<file path="src/design/gpc3_params.svh">
// Offsets, field positions, reset values and counts of the pin three control block
// ================================================================
`ifndef GPC3_PARAMS_SVH
`define GPC3_PARAMS_SVH
// ================================================================
// Register indices; byte address is four times the index
`define GPC3_CTRL_IDX 18'h0403A
`define GPC3_STAT_IDX 18'h04040
`define GPC3_MASK_IDX 18'h04041
`define GPC3_DATA_IDX 18'h04042
// ================================================================
// Control fields
`define GPC3_DIR_BIT 15
`define GPC3_PULL_HI 14
`define GPC3_PULL_LO 13
`define GPC3_MODE_BIT 12
`define GPC3_DOM_BIT 11
`define GPC3_POL_BIT 10
`define GPC3_OD_BIT 9
`define GPC3_ENA_BIT 7
`define GPC3_FN_HI 3
`define GPC3_FN_LO 0
// Writable bits of the control word
`define GPC3_CTRL_WMASK 16'hFE8F
`define GPC3_CTRL_RST 16'hA400
// Pull codes
`define GPC3_PULL_DOWN 2'h1
`define GPC3_PULL_UP 2'h2
// ================================================================
// Status, mask and data fields
`define GPC3_EDGE_BIT 0
`define GPC3_OUT_BIT 0
`define GPC3_LVL_BIT 1
// Long debounce length in core cycles
`define GPC3_LONG_DB 1024
`endif

</file>
<file path="src/design/gpc3_pkg.sv">
// Types shared by the pin three control block
package gpc3_pkg;
  // Function field
  typedef logic [3:0] gpc3_fn_t;
  // Output function codes
  typedef enum logic [3:0] {
    GPC3_OUT_REG = 4'h0,
    GPC3_OUT_OSC = 4'h1,
    GPC3_OUT_ON = 4'h2,
    GPC3_OUT_SLEEP = 4'h3,
    GPC3_OUT_CHG = 4'h4,
    GPC3_OUT_DONE1 = 4'h8,
    GPC3_OUT_DONE2 = 4'h9,
    GPC3_OUT_EXT1 = 4'hA,
    GPC3_OUT_EXT2 = 4'hB,
    GPC3_OUT_SUPPLY_GOOD = 4'hC,
    GPC3_OUT_PGOOD = 4'hD,
    GPC3_OUT_CLK2M = 4'hE,
    GPC3_OUT_AUXRST = 4'hF
  } gpc3_out_fn_e;
endpackage : gpc3_pkg

</file>
<file path="src/design/gpc3_top.sv">
// Pin three control: register, pin driver, input roles and pin interrupt
//
// Decided for this implementation: the APB slave port.
`timescale 1ns/1ps
`default_nettype none
`include "gpc3_params.svh"

module gpc3_top
  import gpc3_pkg::*;
#(
  parameter int LONG_DB = `GPC3_LONG_DB
) (
  // Clock and reset
  input wire logic core_clk,
  input wire logic resetn,
  // APB slave
  input wire logic psel,
  input wire logic penable,
  input wire logic pwrite,
  input wire logic [19:0] paddr,
  input wire logic [31:0] pwdata,
  output logic [31:0] prdata,
  output logic pready,
  output logic pslverr,
  // Pad
  input wire logic pad_in,
  output logic pad_out,
  output logic pad_oe_n,
  output logic pull_up_en,
  output logic pull_down_en,
  output logic supply_sel,
  // Input roles, one bit per input code
  output logic [15:0] role_level,
  // Output sources from device logic
  input wire logic osc_32k_clk,
  input wire logic on_state,
  input wire logic sleep_state,
  input wire logic power_state_change,
  input wire logic dvs_done_one,
  input wire logic dvs_done_two,
  input wire logic ext_power_en_one,
  input wire logic ext_power_en_two,
  input wire logic system_supply_good,
  input wire logic converter_power_good,
  input wire logic ext_power_clk_2m,
  input wire logic aux_reset,
  // Interrupt
  output logic irq
);

  // ================================================================
  // Helpers

  // Map between pad level and logical level
  function automatic logic pol_apply(input logic lvl, input logic pol);
    pol_apply = pol ? lvl : ~lvl;
  endfunction : pol_apply

  // Codes that ask for the long debounce
  function automatic logic long_db(input gpc3_fn_t fn);
    long_db = (fn == 4'h0) || (fn == 4'h4) ||
              (fn == 4'hE) || (fn == 4'hF);
  endfunction : long_db

  // ================================================================
  // Register state

  logic [15:0] ctrl; // Control word
  logic edge_stat; // Sticky edge flag
  logic edge_mask; // Interrupt enable
  logic out_level; // Level for output code 0

  // Field views
  logic f_dir;
  logic [1:0] f_pull;
  logic f_mode;
  logic f_pol;
  logic f_od;
  logic f_ena;
  gpc3_fn_t f_fn;
  assign f_dir = ctrl[`GPC3_DIR_BIT];
  assign f_pull = ctrl[`GPC3_PULL_HI:`GPC3_PULL_LO];
  assign f_mode = ctrl[`GPC3_MODE_BIT];
  assign f_pol = ctrl[`GPC3_POL_BIT];
  assign f_od = ctrl[`GPC3_OD_BIT];
  assign f_ena = ctrl[`GPC3_ENA_BIT];
  assign f_fn = ctrl[`GPC3_FN_HI:`GPC3_FN_LO];

  // ================================================================
  // APB decode

  logic [17:0] idx; // Word index
  logic acc; // Access phase
  logic done; // Completing edge
  logic wr_done;
  logic rd_done;
  logic mapped;
  assign idx = paddr[19:2];
  assign acc = psel && penable;
  assign done = acc && pready;
  assign wr_done = done && pwrite;
  assign rd_done = done && !pwrite;
  assign mapped = (idx == `GPC3_CTRL_IDX) || (idx == `GPC3_STAT_IDX) ||
                  (idx == `GPC3_MASK_IDX) || (idx == `GPC3_DATA_IDX);

  // Read mux
  logic [31:0] next_prdata;
  logic in_lvl; // Debounced logical level
  always_comb begin
    next_prdata = 32'h0000_0000;
    case (idx)
      `GPC3_CTRL_IDX: next_prdata = {16'h0000, ctrl};
      `GPC3_STAT_IDX: next_prdata = {31'h0000_0000, edge_stat};
      `GPC3_MASK_IDX: next_prdata = {31'h0000_0000, edge_mask};
      `GPC3_DATA_IDX: next_prdata = {30'h0000_0000, in_lvl, out_level};
      default: next_prdata = 32'h0000_0000;
    endcase
  end

  // One wait state keeps prdata and pready straight from flops
  always_ff @(posedge core_clk) begin
    if (!resetn) begin
      pready <= 1'b0;
      prdata <= 32'h0000_0000;
      pslverr <= 1'b0;
    end else begin
      pready <= acc && !pready;
      prdata <= (acc && !pready && !pwrite) ? next_prdata : 32'h0000_0000;
      pslverr <= acc && !pready && !mapped;
    end
  end

  // ================================================================
  // Control word; reserved bits stay zero
  always_ff @(posedge core_clk) begin
    if (!resetn) begin
      ctrl <= `GPC3_CTRL_RST;
    end else if (wr_done && idx == `GPC3_CTRL_IDX) begin
      ctrl <= pwdata[15:0] & `GPC3_CTRL_WMASK;
    end
  end

  // Mask and output level registers
  always_ff @(posedge core_clk) begin
    if (!resetn) begin
      edge_mask <= 1'b0;
      out_level <= 1'b0;
    end else begin
      if (wr_done && idx == `GPC3_MASK_IDX) begin
        edge_mask <= pwdata[`GPC3_EDGE_BIT];
      end
      if (wr_done && idx == `GPC3_DATA_IDX) begin
        out_level <= pwdata[`GPC3_OUT_BIT];
      end
    end
  end

  // ================================================================
  // Pad input: synchroniser then debounce

  logic sync_a; // First stage, read only by sync_b
  logic sync_b;
  always_ff @(posedge core_clk) begin
    if (!resetn) begin
      sync_a <= 1'b0;
      sync_b <= 1'b0;
    end else begin
      sync_a <= pad_in;
      sync_b <= sync_a;
    end
  end

  // Filtered pad level and its run counter
  logic stable;
  logic [15:0] db_cnt;
  logic db_long;
  assign db_long = long_db(f_fn);

  // Short path accepts at once; long path needs LONG_DB equal samples
  always_ff @(posedge core_clk) begin
    if (!resetn) begin
      stable <= 1'b0;
      db_cnt <= 16'h0000;
    end else if (sync_b == stable) begin
      db_cnt <= 16'h0000;
    end else if (!db_long || db_cnt >= 16'(LONG_DB - 1)) begin
      stable <= sync_b;
      db_cnt <= 16'h0000;
    end else begin
      db_cnt <= db_cnt + 16'h0001;
    end
  end

  assign in_lvl = pol_apply(stable, f_pol);

  // Input table is live only for an enabled input pin
  logic in_live;
  assign in_live = f_ena && f_dir;

  // ================================================================
  // Input roles: one bit per code, others low
  always_ff @(posedge core_clk) begin
    if (!resetn) begin
      role_level <= 16'h0000;
    end else if (in_live) begin
      // Codes 0..15 select the role bit alike
      role_level <= 16'(in_lvl) << f_fn;
    end else begin
      role_level <= 16'h0000;
    end
  end

  // ================================================================
  // Pin interrupt

  logic stable_q; // Previous filtered level
  always_ff @(posedge core_clk) begin
    if (!resetn) begin
      stable_q <= 1'b0;
    end else begin
      stable_q <= stable;
    end
  end

  // Edge of the logical level, chosen by mode
  logic rise_l;
  logic any_e;
  logic edge_hit;
  assign any_e = stable ^ stable_q;
  assign rise_l = any_e && in_lvl;
  assign edge_hit = in_live && (f_mode ? any_e : rise_l);

  // Sticky flag; a new edge beats the read that clears it
  always_ff @(posedge core_clk) begin
    if (!resetn) begin
      edge_stat <= 1'b0;
    end else if (edge_hit) begin
      edge_stat <= 1'b1;
    end else if (rd_done && idx == `GPC3_STAT_IDX) begin
      edge_stat <= 1'b0;
    end
  end

  // Level interrupt, one cycle behind the flag
  always_ff @(posedge core_clk) begin
    if (!resetn) begin
      irq <= 1'b0;
    end else begin
      irq <= edge_stat && edge_mask;
    end
  end

  // ================================================================
  // Output source select
  logic src; // Logical level to drive
  always_comb begin
    src = 1'b0;
    case (f_fn)
      GPC3_OUT_REG: src = out_level;
      GPC3_OUT_OSC: src = osc_32k_clk;
      GPC3_OUT_ON: src = on_state;
      GPC3_OUT_SLEEP: src = sleep_state;
      GPC3_OUT_CHG: src = power_state_change;
      GPC3_OUT_DONE1: src = dvs_done_one;
      GPC3_OUT_DONE2: src = dvs_done_two;
      GPC3_OUT_EXT1: src = ext_power_en_one;
      GPC3_OUT_EXT2: src = ext_power_en_two;
      GPC3_OUT_SUPPLY_GOOD: src = system_supply_good;
      GPC3_OUT_PGOOD: src = converter_power_good;
      GPC3_OUT_CLK2M: src = ext_power_clk_2m;
      GPC3_OUT_AUXRST: src = aux_reset;
      // Reserved codes 5..7 drive inactive
      default: src = 1'b0;
    endcase
  end

  // Pad level after polarity
  logic drv;
  assign drv = pol_apply(src, f_pol);

  // ================================================================
  // Pad driver; open-drain only ever pulls low
  always_ff @(posedge core_clk) begin
    if (!resetn) begin
      pad_out <= 1'b0;
      pad_oe_n <= 1'b1;
    end else if (!f_ena || f_dir) begin
      pad_out <= 1'b0;
      pad_oe_n <= 1'b1;
    end else if (f_od) begin
      pad_out <= 1'b0;
      pad_oe_n <= drv;
    end else begin
      pad_out <= drv;
      pad_oe_n <= 1'b0;
    end
  end

  // Pull and supply controls
  always_ff @(posedge core_clk) begin
    if (!resetn) begin
      pull_up_en <= 1'b0;
      pull_down_en <= 1'b1;
      supply_sel <= 1'b0;
    end else begin
      // Reserved pull code leaves both resistors off
      pull_up_en <= (f_pull == `GPC3_PULL_UP);
      pull_down_en <= (f_pull == `GPC3_PULL_DOWN);
      supply_sel <= ctrl[`GPC3_DOM_BIT];
    end
  end
endmodule : gpc3_top

`default_nettype wire

</file>
<file path="config.mk">
export PLATFORM = sky130hd
export DESIGN_NAME = gpc3_top
export DESIGN_NICKNAME = d
export VERILOG_FILES = /design/src/design/gpc3_pkg.sv /design/src/design/gpc3_top.sv
export VERILOG_INCLUDE_DIRS = /design/src /design/src/design
export SDC_FILE = /design/constraint.sdc
export NUM_CORES = 1
export LEC_CHECK = 0
export BUFFER_PORTS_ARGS = -buffer_cell sky130_fd_sc_hd__buf_4
export CAP_MARGIN = 20
export CORE_MARGIN = 2
export CORE_UTILIZATION = 42
export DETAILED_ROUTE_END_ITERATION = 16
export HOLD_SLACK_MARGIN = 0.06
export PLACE_DENSITY = 0.86
export SLEW_MARGIN = 5
export SYNTH_ARGS = -nofsm -noshare
export SYNTH_HDL_FRONTEND = slang
export SYNTH_SLANG_ARGS = --single-unit
</file>
<file path="constraint.sdc">
create_clock -name core_clk -period 1.7 [get_ports core_clk]
set_input_delay 0.255 -clock core_clk [delete_from_list [all_inputs] [get_ports core_clk]]
set_output_delay 0.255 -clock core_clk [all_outputs]
set_load 0.05 [all_outputs]
</file>
==> results.tsv <==
metric	value	unit
outcome	complete, but fails checks	
violations	negative setup slack	
grt_usage	19.7	%
syn_area	0.00283	sq mm
cts_max_level	3	
arrival	2.07	ns
start_util	44.1	%
gp_congestion	0.839	
min_to	sync_a	
r2r-end	pad_oe_n	
placed_area	0.00365	sq mm
synth_edf_count	0	
grt_max_degree	14	
crit_required	1.91	ns
core_area	0.00642	sq mm
hold_path_depth	2	
io_pins	126	
finalClockSkew	0.00572	ns
grt_overflow	0	
setup_ws	-0.159	ns
antenna_found_initial	0	
hold_viol	0	
detail-route-antenna-nets	0	
die-area	0.00742	sq mm
remaining_drc_errors	0	
slew_viol_final	0	
diodes	0	
clkTransAtPathRegs	0.07	ns
dr_total_vias	2612	
r2r_cells	4	
cts_root_buffer	clkbuf_8	
dp_hpwl	5300	um
n_fill_cell	518	
clk_path_buf_depth	2	
fin_crit	1.86	ns
insertion_delay	0.34	ns
worstHoldPathType	input port to register	
worst_path_max_delay_cell	a222oi_1	
synthFlopType	dfxtp_1	
cts_tree	yes	
firstDrtPassIters	5	
postSynth.asyncResetShare	0	%
cp_top_family	compound AO/OA/AOI/OAI gates	
design_area	0.00395	sq mm
clock-sinks	71	
grt_pass1_wl	11300	um
power_density	925	mW/mm^2
viasPerCell	5.26	
setup_viol	2	
hold_buffers	0	
fmax	0.538	GHz
rsz0062_at_grt	yes	
ys_types	48	
finalCritPeriodShare	109	%
synth_warnings	0	
num_rows	29	
layoutNonFillerInstCount	497	
ys_seq_area_share	50.2	%
area_growth	39.5	%
drive_above_1_share	33.3	%
leakage	1.65	nW
port_buffers	83	
drt_iter0_markers	152	
cp_max_fo	6	
rrSetupSlack	-0.16	ns
min_from	pad_in	
drt_wl_total	7280	um
place_inst	479	
maxCapViolCount	0	
start_kind	register	
ff_latch_area	0.00143	sq mm
cts_buffers	9	
crit_chain	mux2_4 > a222oi_1 > a31oi_1 > or4_1	
cp_num_buf_inv	0	
synthCells	300	
multi_input_area	0.00130	sq mm
slowest_delay	0.48	ns
endpoint_kind	register	
die_y	86.1	um
die_w	86.1	um
layout_common_cells	114 x buf_4, 68 x dfxtp_1, 32 x nor2_1	
avgSynthCellArea	9.45	sq um
path_class	register to register	
pre_cts_ws	-0.191	ns
r2r-start	ctrl[0]	
wl_per_cell	14.6	um
grt_pass1_vias	2550	
peakVddDrop	0.450	mV
final_common_cell	buf_4	
synth_seq_cells	71	
fin_nets	486	
==> state kept, by name, indices dropped and copies added (netlist names), 12 cells and up <==
signal	count
db_cnt	16
ctrl	12
prdata	12
role_level	16
==> cell type report <==
| type | instances | share of cell area [%] |
|---|---|---|
| sequential | 71 | 36.1 |
| inverter | 4 | 0.380 |
| tap | 77 | 2.44 |
| clock buffer | 10 | 3.23 |
| clock inverter | 6 | 3.36 |
| timing repair buffer | 114 | 21.7 |
| multi-input combinational | 215 | 32.8 |
==> metrics by stage <==
stage,util [%],hold slack [ns],power [mW],TNS (ns)
after CTS,61.1,0.121,3.68,-0.360
after detailed placement,56.9,0.434,1.97,-1.35
after global routing,61.5,0.132,3.79,-0.472
final,61.5,0.127,3.66,-0.307
after floorplan,-,0.382,1.89,-0.0604
after global placement,56.9,0.418,1.97,-0.615
==> cells by family after synthesis <==
group	count (synthesis)	share of synthesized area (%)
xor gates and xnor gates	11	3.40
AOI/OAI and AO/OA	42	10.2
adders and majority gates	1	0.441
buffers and inverters	39	8.17
muxes	7	3.31
and+or+nand+nor	128	24.2
DFF	71	50.2
other	1	0.132
==> timing repair <==
item / CTS / global route
setup endpoints to repair: 8 / 4
gates resized for setup: 2 / 3
pin swaps: 2 / 3
buffers inserted: 1 / 1
==> metal layers <==
metal / share of wire (%) / vias up / track usage (%)
li1: - / 1253 / -
met1: 40 / 1215 / 22.3
met2: 49 / 128 / 34.7
met4: 2.2 / 0 / 8.37
met3: 8.3 / 16 / 5.29
met5: 0 / - / 0
==> power breakdown <==
| part | switching [mW] | internal, mW |
|---|---|---|
| sequential | 0.00573 | 1.67 |
| clock | 0.602 | 1.12 |
| combinational | 0.161 | 0.0948 |
==> cells in the mapped netlist, types with 2 or more instances <==
master    count  area, sq um
nand2b_1      7         43.8
inv_1         3         11.3
mux2i_1       3         30.0
nand3b_1      2         15.0
or4_1         2         15.0
nor4b_1       3         26.3
dfxtp_1      71         1420
nand4_1      14         87.6
or3_1         4         25.0
nor2b_1       2         12.5
xor2_1        5         43.8
nand2_1      15         56.3
buf_4        20          150
buf_2         2         10.0
o21ai_0       6         30.0
o31ai_1       9         67.6
xnor2_1       6         52.6
a31oi_1       4         25.0
a21oi_1      13         65.1
nor3_1        7         35.0
nor4_1        9         56.3
and2_1       13         81.3
nand3_1       9         45.0
clkbuf_1     12         45.0
and3_1        5         31.3
nor2_1       32          120
==> how the worst max path moves through the flow <==
stage / start / slack (ns) / cells after the start / end
after floorplan: ctrl[0] / -0.06 / 5 / pad_oe_n
after global placement: paddr[10] / -0.12 / 5 / edge_mask
after detailed placement: ctrl[0] / -0.19 / 4 / pad_oe_n
after CTS: ctrl[0] / -0.19 / 4 / pad_oe_n
after global routing: ctrl[0] / -0.24 / 4 / pad_out
final: ctrl[0] / -0.16 / 4 / pad_oe_n
No activity file was read; power rests on OpenSTA's default activity.
